File: src/design/rcw_defs.svh
// Register offsets, field positions, reset values and counts for the
// reset, clock and watchdog block.
// Assumes a 32-bit Avalon-MM slave with byte addresses, data in lane 0.
`ifndef RCW_DEFS_SVH
`define RCW_DEFS_SVH

// ****************************************
// Register byte offsets
// ****************************************
`define OFS_TMR1_CTRL 8'hc0
`define OFS_TMR1_COUNT 8'hc4
`define OFS_TMR1_PRESC 8'hc8
`define OFS_AR_MODE 8'hcc
`define OFS_PORT_OPTION 8'hd0
`define OFS_WD_CTRL 8'hd8
`define OFS_CORE_STATUS 8'hdc

// ****************************************
// Reset values
// ****************************************
`define RST_TMR1_CTRL 8'h00
`define RST_TMR1_COUNT 8'hff
`define RST_TMR1_PRESC 8'h7f
`define RST_AR_MODE 8'h00
`define RST_PORT_OPTION 8'h00
`define RST_WD_CTRL 8'hfe
`define RESET_VECTOR 12'hffe

// ****************************************
// Watchdog register fields
// ****************************************
`define WD_ACT_BIT 0
`define WD_SOFT_RESET_BIT 1

// ****************************************
// Timing counts in sys_clk cycles; INSTR_MIN_CYCLES is in core ticks
// ****************************************
`define CORE_DIV 4'd13
`define CONV_WD_DIV 4'd12
`define STAB_CYCLES 12'd2048
`define INSTR_MIN_CYCLES 3'd2

`endif

File: src/design/rcw_pkg.sv
// Types shared by the reset, clock and watchdog block.
// Assumes nothing beyond a SystemVerilog compiler.
package rcw_pkg;

    typedef enum logic [1:0] {pm_run, pm_wait, pm_stop} power_mode_e;
    typedef enum logic [1:0] {rs_hold, rs_stab, rs_init, rs_normal} reset_state_e;
    typedef logic [6:0] wd_count_t;
    typedef logic [11:0] prog_addr_t;

endpackage : rcw_pkg

File: src/design/mcu_reset_clock_watchdog.sv
// Clock division, reset sequencing and digital watchdog of a small core.
// Assumes ext_reset_n is synchronous to sys_clk after the two-stage
// synchroniser, and reset_n stands for power-on detection.
//
// Our own choice: the Avalon-MM register port.
`timescale 1ns/10ps
`include "rcw_defs.svh"

module mcu_reset_clock_watchdog (
    // Clock and power-on reset
    input wire logic sys_clk,
    input wire logic reset_n,
    // External reset pin and option bit
    input wire logic ext_reset_n,
    input wire logic watchdog_hw_select,
    // Core requests
    input wire logic stop_req,
    input wire logic wait_req,
    input wire logic wake_irq,
    input wire logic return_from_interrupt,
    input wire logic irq_pending,
    input wire logic instr_start,
    input wire logic [2:0] instr_cycles,
    // Avalon-MM slave
    input wire logic [7:0] address,
    input wire logic read,
    input wire logic write,
    input wire logic [31:0] writedata,
    input wire logic [3:0] byteenable,
    output logic [31:0] readdata,
    output logic waitrequest,
    // Clocks and reset to the core
    output logic core_tick,
    output logic conv_wd_tick,
    output logic core_reset,
    output logic io_pullup_input,
    output logic osc_running,
    output logic stack_clear,
    output logic pc_load,
    output rcw_pkg::prog_addr_t reset_vector,
    output logic nmi_context,
    output logic resume_service,
    output logic resume_next,
    output logic instr_done,
    output rcw_pkg::power_mode_e power_mode
);
    import rcw_pkg::*;

    // ****************************************
    // Helpers
    // ****************************************
    // Register bits 7..2 hold counter bits 0..5 reversed
    function automatic logic [5:0] flip6(input logic [5:0] v);
        logic [5:0] r;
        r = '0;
        for (int i = 0; i < 6; i++) begin
            r[i] = v[5 - i];
        end
        return r;
    endfunction : flip6

    function automatic logic hit(input logic [7:0] a, input logic [7:0] ofs);
        return a == ofs;
    endfunction : hit

    // ****************************************
    // Declarations
    // ****************************************
    logic [3:0] div13_reg, div13_next, div12_reg, div12_next;
    logic ext_meta_reg, ext_sync_reg;
    reset_state_e rst_state_reg, rst_state_next;
    logic [11:0] stab_cnt_reg, stab_cnt_next;
    logic pc_load_reg, pc_load_next;
    logic res_srv_reg, res_srv_next, res_nxt_reg, res_nxt_next;
    logic wd_cause_reg, wd_cause_next;
    power_mode_e mode_reg, mode_next;
    wd_count_t wd_cnt_reg, wd_cnt_next;
    logic wd_c_reg, wd_c_next;
    logic wd_fire_reg, wd_fire_next;
    logic [2:0] mc_left_reg, mc_left_next;
    logic done_reg, done_next;
    logic [7:0] t1_ctrl_reg, t1_ctrl_next, t1_cnt_reg, t1_cnt_next;
    logic [7:0] t1_pre_reg, t1_pre_next, ar_mode_reg, ar_mode_next;
    logic [7:0] popt_reg, popt_next;
    logic ack_reg, ack_next;
    logic [31:0] rdata_reg, rdata_next;
    logic rst_req, wd_active, commit;
    logic [7:0] wd_view, status_view;

    // ****************************************
    // Clock dividers
    // ****************************************
    // Oscillator halted in stop mode, so both dividers freeze
    always_comb begin
        div13_next = div13_reg;
        div12_next = div12_reg;
        if (mode_reg != pm_stop) begin
            div13_next = (div13_reg == `CORE_DIV - 4'd1) ? 4'd0 : div13_reg + 4'd1;
            div12_next = (div12_reg == `CONV_WD_DIV - 4'd1) ? 4'd0 : div12_reg + 4'd1;
        end
    end

    always_ff @(posedge sys_clk) begin
        if (!reset_n) begin
            div13_reg <= 4'd0;
            div12_reg <= 4'd0;
        end else begin
            div13_reg <= div13_next;
            div12_reg <= div12_next;
        end
    end

    assign conv_wd_tick = (mode_reg != pm_stop) && (div12_reg == `CONV_WD_DIV - 4'd1);
    assign core_tick = !core_reset && (mode_reg == pm_run)
                       && (div13_reg == `CORE_DIV - 4'd1);

    // ****************************************
    // External reset synchroniser
    // ****************************************
    always_ff @(posedge sys_clk) begin
        if (!reset_n) begin
            ext_meta_reg <= 1'b0;
            ext_sync_reg <= 1'b0;
        end else begin
            ext_meta_reg <= ext_reset_n;
            ext_sync_reg <= ext_meta_reg;
        end
    end

    // ****************************************
    // Reset sequencer
    // ****************************************
    assign rst_req = !ext_sync_reg || wd_fire_reg;

    always_comb begin
        rst_state_next = rst_state_reg;
        stab_cnt_next = stab_cnt_reg;
        pc_load_next = 1'b0;
        res_srv_next = 1'b0;
        res_nxt_next = 1'b0;
        wd_cause_next = wd_cause_reg;
        if (!ext_sync_reg) begin
            wd_cause_next = 1'b0;
        end
        // Watchdog firing wins over a pin clear in the same cycle
        if (wd_fire_reg) begin
            wd_cause_next = 1'b1;
        end
        if (rst_req) begin
            // Any pulse, however short, restarts the full delay
            rst_state_next = rs_hold;
            stab_cnt_next = 12'd0;
        end else begin
            unique case (rst_state_reg)
                rs_hold: begin
                    rst_state_next = rs_stab;
                end
                rs_stab: begin
                    stab_cnt_next = stab_cnt_reg + 12'd1;
                    if (stab_cnt_reg == `STAB_CYCLES - 12'd1) begin
                        rst_state_next = rs_init;
                        pc_load_next = 1'b1;
                    end
                end
                rs_init: begin
                    if (return_from_interrupt) begin
                        rst_state_next = rs_normal;
                        res_srv_next = irq_pending;
                        res_nxt_next = !irq_pending;
                    end
                end
                rs_normal: begin
                end
            endcase
        end
    end

    always_ff @(posedge sys_clk) begin
        if (!reset_n) begin
            rst_state_reg <= rs_hold;
            stab_cnt_reg <= 12'd0;
            pc_load_reg <= 1'b0;
            res_srv_reg <= 1'b0;
            res_nxt_reg <= 1'b0;
            wd_cause_reg <= 1'b0;
        end else begin
            rst_state_reg <= rst_state_next;
            stab_cnt_reg <= stab_cnt_next;
            pc_load_reg <= pc_load_next;
            res_srv_reg <= res_srv_next;
            res_nxt_reg <= res_nxt_next;
            wd_cause_reg <= wd_cause_next;
        end
    end

    assign core_reset = (rst_state_reg == rs_hold) || (rst_state_reg == rs_stab);
    assign io_pullup_input = core_reset;
    assign stack_clear = core_reset;
    assign pc_load = pc_load_reg;
    assign reset_vector = `RESET_VECTOR;
    assign nmi_context = rst_state_reg != rs_normal;
    assign resume_service = res_srv_reg;
    assign resume_next = res_nxt_reg;

    // ****************************************
    // Power modes
    // ****************************************
    assign wd_active = watchdog_hw_select || wd_c_reg;

    always_comb begin
        mode_next = mode_reg;
        if (core_reset) begin
            // Reset restarts the oscillator from any mode
            mode_next = pm_run;
        end else begin
            unique case (mode_reg)
                pm_run: begin
                    if (stop_req) begin
                        mode_next = wd_active ? pm_wait : pm_stop;
                    end else if (wait_req) begin
                        mode_next = pm_wait;
                    end
                end
                pm_wait, pm_stop: begin
                    if (wake_irq) begin
                        mode_next = pm_run;
                    end
                end
                default: begin
                    mode_next = pm_run;
                end
            endcase
        end
    end

    always_ff @(posedge sys_clk) begin
        if (!reset_n) begin
            mode_reg <= pm_run;
        end else begin
            mode_reg <= mode_next;
        end
    end

    assign power_mode = mode_reg;
    assign osc_running = mode_reg != pm_stop;

    // ****************************************
    // Instruction machine cycles
    // ****************************************
    // Unsupported lengths fall back to the shortest instruction
    always_comb begin
        mc_left_next = mc_left_reg;
        done_next = 1'b0;
        if (core_reset) begin
            mc_left_next = 3'd0;
        end else if (mc_left_reg == 3'd0) begin
            if (instr_start) begin
                unique case (instr_cycles)
                    3'd2, 3'd4, 3'd5: mc_left_next = instr_cycles;
                    default: mc_left_next = `INSTR_MIN_CYCLES;
                endcase
            end
        end else if (core_tick) begin
            mc_left_next = mc_left_reg - 3'd1;
            done_next = mc_left_reg == 3'd1;
        end
    end

    always_ff @(posedge sys_clk) begin
        if (!reset_n) begin
            mc_left_reg <= 3'd0;
            done_reg <= 1'b0;
        end else begin
            mc_left_reg <= mc_left_next;
            done_reg <= done_next;
        end
    end

    assign instr_done = done_reg;

    // ****************************************
    // Watchdog
    // ****************************************
    assign commit = write && ack_reg && byteenable[0];

    always_comb begin
        wd_cnt_next = wd_cnt_reg;
        wd_c_next = wd_c_reg;
        wd_fire_next = 1'b0;
        if (core_reset) begin
            wd_cnt_next = 7'h7f;
            wd_c_next = 1'b0;
        end else if (commit && hit(address, `OFS_WD_CTRL)) begin
            wd_cnt_next = {writedata[`WD_SOFT_RESET_BIT], flip6(writedata[7:2])};
            wd_c_next = wd_c_reg | writedata[`WD_ACT_BIT];
            wd_fire_next = !writedata[`WD_SOFT_RESET_BIT];
        end else if (conv_wd_tick) begin
            wd_cnt_next = wd_cnt_reg - 7'd1;
            // Soft-reset bit falling ends the count
            wd_fire_next = wd_active && wd_cnt_reg[6] && !wd_cnt_next[6];
        end
    end

    always_ff @(posedge sys_clk) begin
        if (!reset_n) begin
            wd_cnt_reg <= 7'h7f;
            wd_c_reg <= 1'b0;
            wd_fire_reg <= 1'b0;
        end else begin
            wd_cnt_reg <= wd_cnt_next;
            wd_c_reg <= wd_c_next;
            wd_fire_reg <= wd_fire_next;
        end
    end

    assign wd_view = {flip6(wd_cnt_reg[5:0]), wd_cnt_reg[6], wd_active};
    assign status_view = {1'b0, wd_cause_reg, mode_reg, osc_running, nmi_context,
                          !wd_active, wd_active};

    // ****************************************
    // Peripheral reset image registers
    // ****************************************
    always_comb begin
        t1_ctrl_next = t1_ctrl_reg;
        t1_cnt_next = t1_cnt_reg;
        t1_pre_next = t1_pre_reg;
        ar_mode_next = ar_mode_reg;
        popt_next = popt_reg;
        if (core_reset) begin
            t1_ctrl_next = `RST_TMR1_CTRL;
            t1_cnt_next = `RST_TMR1_COUNT;
            t1_pre_next = `RST_TMR1_PRESC;
            ar_mode_next = `RST_AR_MODE;
            popt_next = `RST_PORT_OPTION;
        end else if (commit) begin
            if (hit(address, `OFS_TMR1_CTRL)) t1_ctrl_next = writedata[7:0];
            if (hit(address, `OFS_TMR1_COUNT)) t1_cnt_next = writedata[7:0];
            if (hit(address, `OFS_TMR1_PRESC)) t1_pre_next = writedata[7:0];
            if (hit(address, `OFS_AR_MODE)) ar_mode_next = writedata[7:0];
            if (hit(address, `OFS_PORT_OPTION)) popt_next = writedata[7:0];
        end
    end

    always_ff @(posedge sys_clk) begin
        if (!reset_n) begin
            t1_ctrl_reg <= `RST_TMR1_CTRL;
            t1_cnt_reg <= `RST_TMR1_COUNT;
            t1_pre_reg <= `RST_TMR1_PRESC;
            ar_mode_reg <= `RST_AR_MODE;
            popt_reg <= `RST_PORT_OPTION;
        end else begin
            t1_ctrl_reg <= t1_ctrl_next;
            t1_cnt_reg <= t1_cnt_next;
            t1_pre_reg <= t1_pre_next;
            ar_mode_reg <= ar_mode_next;
            popt_reg <= popt_next;
        end
    end

    // ****************************************
    // Avalon-MM slave, one wait state
    // ****************************************
    always_comb begin
        ack_next = (read || write) && !ack_reg;
        rdata_next = rdata_reg;
        if (read && !ack_reg) begin
            rdata_next = 32'h0000_0000;
            unique case (address)
                `OFS_TMR1_CTRL: rdata_next[7:0] = t1_ctrl_reg;
                `OFS_TMR1_COUNT: rdata_next[7:0] = t1_cnt_reg;
                `OFS_TMR1_PRESC: rdata_next[7:0] = t1_pre_reg;
                `OFS_AR_MODE: rdata_next[7:0] = ar_mode_reg;
                `OFS_PORT_OPTION: rdata_next[7:0] = popt_reg;
                `OFS_WD_CTRL: rdata_next[7:0] = wd_view;
                `OFS_CORE_STATUS: rdata_next[7:0] = status_view;
                default: rdata_next = 32'h0000_0000;
            endcase
        end
    end

    always_ff @(posedge sys_clk) begin
        if (!reset_n) begin
            ack_reg <= 1'b0;
            rdata_reg <= 32'h0000_0000;
        end else begin
            ack_reg <= ack_next;
            rdata_reg <= rdata_next;
        end
    end

    assign waitrequest = (read || write) && !ack_reg;
    assign readdata = rdata_reg;

endmodule : mcu_reset_clock_watchdog

File: config.mk
export PLATFORM = sky130hd
export DESIGN_NAME = mcu_reset_clock_watchdog
export DESIGN_NICKNAME = d
export VERILOG_FILES = /design/src/design/rcw_pkg.sv /design/src/design/mcu_reset_clock_watchdog.sv
export VERILOG_INCLUDE_DIRS = /design/src /design/src/design
export SDC_FILE = /design/constraint.sdc
export NUM_CORES = 1
export LEC_CHECK = 0
export ABC_AREA = 1
export BUFFER_PORTS_ARGS = -buffer_cell sky130_fd_sc_hd__buf_2
export CORE_MARGIN = 8
export CORE_UTILIZATION = 56
export DETAILED_ROUTE_END_ITERATION = 10
export PLACE_DENSITY_LB_ADDON = 0.12
export SYNTH_ARGS = -nofsm -noshare
export SYNTH_HDL_FRONTEND = slang
export SYNTH_SLANG_ARGS = --single-unit
File: constraint.sdc
create_clock -name sys_clk -period 2.8 [get_ports sys_clk]
set_input_delay 0.42 -clock sys_clk [delete_from_list [all_inputs] [get_ports sys_clk]]
set_output_delay 0.42 -clock sys_clk [all_outputs]
set_load 0.01 [all_outputs]
* Yosys cells after proc, flatten, opt, wreduce, memory -nomap -nowiden
Index checks and enable logic that the tools add are counted.
** Storage, ports and cells
- Bits in registers :: 92
- Input port bits :: 59
- Output and inout bits :: 58
- Word-level logic and storage cells :: 124
** Operators by class
- Add/sub/neg operators :: 5
- Equality and inequality tests :: 26
- Multiplexer cells :: 22
- Bitwise operators :: 6
- Reductions and logical operators :: 42
** Operator list (count)
- $eq A8 B8 Y1 const B :: 7
- $pmux W8 S7 :: 1
- $mux W7 :: 2
- $reduce_and A2 Y1 :: 7
- $add A12 B1 Y12 const B :: 1
- $eq A12 B11 Y1 const B :: 1
- $mux W2 :: 6
- $mux W3 :: 4
- $ne A2 B2 Y1 const B :: 6
- $logic_and A1 B1 Y1 :: 10
- $add A4 B1 Y4 const B :: 2
- $eq A4 B4 Y1 const B :: 2
- $mux W4 :: 2
- $reduce_or A4 Y1 :: 2
- $logic_not A1 Y1 :: 7
- $sub A7 B1 Y7 const B :: 1
- $eq A3 B3 Y1 const B :: 2
- $pmux W2 S3 :: 1
- $reduce_or A2 Y1 :: 3
- $reduce_or A3 Y1 :: 2
- $mux W1 :: 5
- $not A1 Y1 :: 5
- $eq A2 B1 Y1 const B :: 2
- $eq A2 B2 Y1 const B :: 2
- other kinds (13) :: 18

* Logic depth before layout (Yosys ltp)
- Depth after elaboration :: 7
- Mapped depth :: 12
- Gate-level depth less buffers :: 12

* Worst setup path before layout
OpenSTA, ideal clock, no wires.
- Kind :: reg2out
- From :: register rst_state_reg[1]
- To :: output port core_tick
- Arrival time :: 1262 ps
- Data required time :: 2380 ps
- Slack :: 1118 ps
- Cell stages (with the launch flop) :: 6
- Cells stage by stage :: dfxtp_1 -> inv_1 -> ha_1 -> nor2_1 -> inv_2 -> nor3_1
** Between the ends
- Cells in the longest elaborated chain, start to end :: 5
- Elaborated cells between the ends (all ways) :: 6
- Classes of those cells :: 1 x eq/ne; 5 x reduce/logical
** RTL lines
- from (decl) :: line mcu_reset_clock_watchdog.sv:71 : reset_state_e rst_state_reg, rst_state_next;
- from (signal assigned) :: line mcu_reset_clock_watchdog.sv:180 : rst_state_reg <= rs_hold;
- from (signal assigned) :: line mcu_reset_clock_watchdog.sv:187 : rst_state_reg <= rst_state_next;
- $eq A2 B1 Y1 / $logic_not A2 Y1 (equally long branches) :: line mcu_reset_clock_watchdog.sv:196 : assign core_reset = (rst_state_reg == rs_hold) || (rst_state_reg == rs_stab);
- $logic_or A1 B1 Y1 * :: line mcu_reset_clock_watchdog.sv:196
- named net core_reset :: line mcu_reset_clock_watchdog.sv:35 : output logic core_reset,
- $logic_not A1 Y1 * :: line mcu_reset_clock_watchdog.sv:114 : assign core_tick = !core_reset && (mode_reg == pm_run)
- $logic_and A1 B1 Y1 * (2 in series) :: line mcu_reset_clock_watchdog.sv:114
- to (decl) :: line mcu_reset_clock_watchdog.sv:33 : output logic core_tick,
The timed path passes the listed nets; every way through them passes the cells marked *.

* Worst setup path after layout
- From :: register rst_state_reg[1]
- To :: output port core_tick
** Between the ends
- Cells in the longest elaborated chain, start to end :: 5
- Elaborated cells between the ends (all ways) :: 6
- Classes of those cells :: 1 x eq/ne; 5 x reduce/logical
** RTL lines (line)
- $eq A2 B1 Y1 / $logic_not A2 Y1 (equally long branches) :: mcu_reset_clock_watchdog.sv:196
- $logic_or A1 B1 Y1 * :: mcu_reset_clock_watchdog.sv:196
- $logic_not A1 Y1 * :: mcu_reset_clock_watchdog.sv:114
- $logic_and A1 B1 Y1 * (2 in series) :: mcu_reset_clock_watchdog.sv:114
Mark *: on every way between the ends. The rest lies on a longest branch, timed or not.

==> metrics.yaml <==
worst_setup_path:
  cp-start-kind: "register"
  r2r_slack_ps: 820
  cp_max_fo: 7
  reg2reg_from: "rst_state_reg[1]$_SDFFE_PP0P_"
  rr_worst_depth: 8
  critPathKind: "reg2out"
  crit_required_ps: 2380
  crit_arrival_ps: 1780
  worstReg2RegEnd: "ar_mode_reg[5]$_SDFFE_PP0P_"
  cp-end-kind: "primary output"
hold_path:
  hold_class: "in2reg"
  min_from: "ext_reset_n"
  whs_endpoint: "ext_meta_reg$_SDFF_PN0_"
  hold_path_depth: 3
placement:
  dp.cells: 801
  place_area_um2: 5020
  hpwl_um: 8320
  port_buffers: 53
  place.gp.congestion: 0.889
sta:
  setup_tns_ps: 0
  layout_min_cycle_time_ps: 2200
  worst_slew_pin_slew_ps: 578
  hold_viol: 0
  slew_headroom_pct: 61.3
  clock_skew_ps: 9.07
  maxSlewViolCount: 0
  min_period_over_period_pct: 78.5
  fmax_ghz: 0.455
  rsz0062_at_grt: "false"
  setup_viol: 0
synth:
  yosysTopAreaCellShare_pct: 37.4
  synth_cells: 660
  syn-cell-area_um2: 4920
  ys_top_cells_by_area: "dfxtp_1, nand2_1, buf_4"
  ys_ff_latch: 92
  synth_edf_count: 0
  synth_top_area_cell: "dfxtp_1"
  seq_area_frac_synth_pct: 37.4
  synth.avg_cell_area_um2: 7.46
  synth_flop_cell: "dfxtp_1"
  yosysUniqueCellTypes: 38
  async_flop_share_pct: 0
  ys_warn_count: 0
detailed_routing:
  remaining_drc_errors: 0
  wirelength_um: 10900
  via_count: 4140
  wire_per_inst_um: 13.3
  drt-initial-drc-count: 167
  postRouteAntennaNets: 0
  first_pass_iters: 4
  via_per_inst: 5.07
power_and_ir_drop:
  p_per_area_nw_per_um2: 464
  seq_power_share_pct: 54.9
  power_leakage_nw: 2.56
  sw_frac_of_total_pct: 25.4
  p_switching_w: 0.000615
  pwr-share-comb_pct: 7.2
  clock_power_share_pct: 37.9
  p_int_w: 0.00181
  peakVddDrop_mv: 0.208
floorplanning:
  coreArea_um2: 8640
  die_x_um: 110
  boundaryPins: 117
  num_rows: 34
  die_y_um: 110
  start_util_pct: 57.0
  dieArea_um2: 12000
grt:
  grt_pass1_wl_um: 17900
  grt_pass1_vias: 3806
  antenna_found_initial: 0
  gr-total-overflow: 0
  grt_max_degree: 39
  grtUsageTotal_pct: 18.6
clock_tree:
  cts_buffers: 9
  post_cts_resized: 0
  cts_tree: "built"
  clock-sinks: 92
  htreeDepth: 3
  clkTransAtPathRegs_ps: 90
  hold_buffers: 0
  cts_setup_buffers: 0
  cts_buffer_depth: 2
  clockRootBuffer: "clkbuf_8"
  clkLatencyLatePin_ps: 360
outcome:
  status: "completed"
final_layout:
  fin_area_um2: 5220
  nFillCells: 827
  seq_area_um2: 1840
  finalNetCount: 779
  largest_register_ffs: 12
  antennaDiodeCount: 0
  syn_to_final_growth_pct: 6.05
  drive_gt1_share_pct: 16.8
  instances_no_fill: 817
  multi_input_area_um2: 2430
flow_run:
  max-cap-violations: 0
-- cell usage after synthesis (7+ instances only) --
cell and n:
nand2_1 105, dfxtp_1 92, inv_1 72, a21oi_1 62
nor2_1 61, nand3_1 59, buf_4 43, o21ai_0 42
ha_1 16, nor3_1 14, inv_2 13, buf_6 7
o211ai_2 7, xor2_1 7
-- stage by stage --
stage | hold WS, ps | total power [W] | util, % | setup slack [ps]
after global routing | 215 | 0.00253 | 60.4 | 378
final | 233 | 0.00242 | 60.4 | 601
after detailed placement | 407 | 0.00154 | 58.1 | 660
after CTS | 220 | 0.00244 | 60.4 | 553
after floorplan | 390 | 0.00152 | - | 1120
after global placement | 413 | 0.00153 | 58.1 | 728
-- cell type report --
type                            instances  share of cell area [%]
Clock buffer                           11                    2.71
Clock inverter                          5                    1.17
Inverter                               85                    6.11
Multi-Input combinational cell        460                    46.6
Sequential cell                        92                    35.3
Tap cell                              108                    2.59
Timing Repair Buffer                   56                    5.51
-- cell families after synthesis --
kind of cell | after synthesis | share of synthesized area, %
and+or+nand+nor | 274 | 26.5
buffers and inverters | 142 | 15.7
AOI/OAI and AO/OA | 123 | 14.1
DFF | 92 | 37.4
adders and majority gates | 16 | 4.07
xor gates and xnor gates | 11 | 1.96
other | 2 | 0.153
-- critical path, stage by stage (launching register included) --
cell	delay (ps)
dfxtp_1	390
inv_1	100
ha_1	280
nor2_1	230
inv_2	100
nor3_1	160
buf_2	160
-- cell usage in the layout (no fill, tap or decap), types with 13 or more instances in the layout --
master,n
dfxtp_1,92
nor3_1,14
a21oi_1,62
nand2_1,105
conb_1,36
o21ai_0,42
inv_2,13
nand3_1,59
inv_1,72
ha_1,16
buf_2,53
nor2_1,61
-- power by group through the flow --
stage | clock (W) | combinational (W) | sequential (W)
floorplan | 0 | 0.000157 | 0.00136
global placement | 0 | 0.000169 | 0.00136
detailed placement | 0 | 0.000174 | 0.00136
CTS | 0.000936 | 0.000174 | 0.00133
global route | 0.00100 | 0.000198 | 0.00133
finish | 0.000918 | 0.000175 | 0.00133
-- metal layers --
layer | vias up | GRT usage, % | part of all wire (%)
li1 | 2147 | - | -
met1 | 1861 | 24.0 | 45
met2 | 116 | 29.9 | 46
met3 | 16 | 3.99 | 7.5
met4 | 0 | 7.04 | 2.0
met5 | - | 0 | 0
-- how the worst max path moves through the flow --
stage                     slack [ps]                    endpoint                     startpoint  depth (start not counted)
after floorplan                 1120                   core_tick  rst_state_reg[1]$_SDFFE_PP0P_                          5
after global placement           730  t1_cnt_reg[7]$_SDFFE_PP1P_                     address[5]                          9
after detailed placement         660  t1_cnt_reg[7]$_SDFFE_PP1P_                     address[5]                          9
after CTS                        550                   core_tick  rst_state_reg[1]$_SDFFE_PP0P_                          6
after global routing             380                   core_tick  rst_state_reg[1]$_SDFFE_PP0P_                          6
final                            600                   core_tick  rst_state_reg[1]$_SDFFE_PP0P_                          6
No activity file was read; power rests on OpenSTA's default activity.
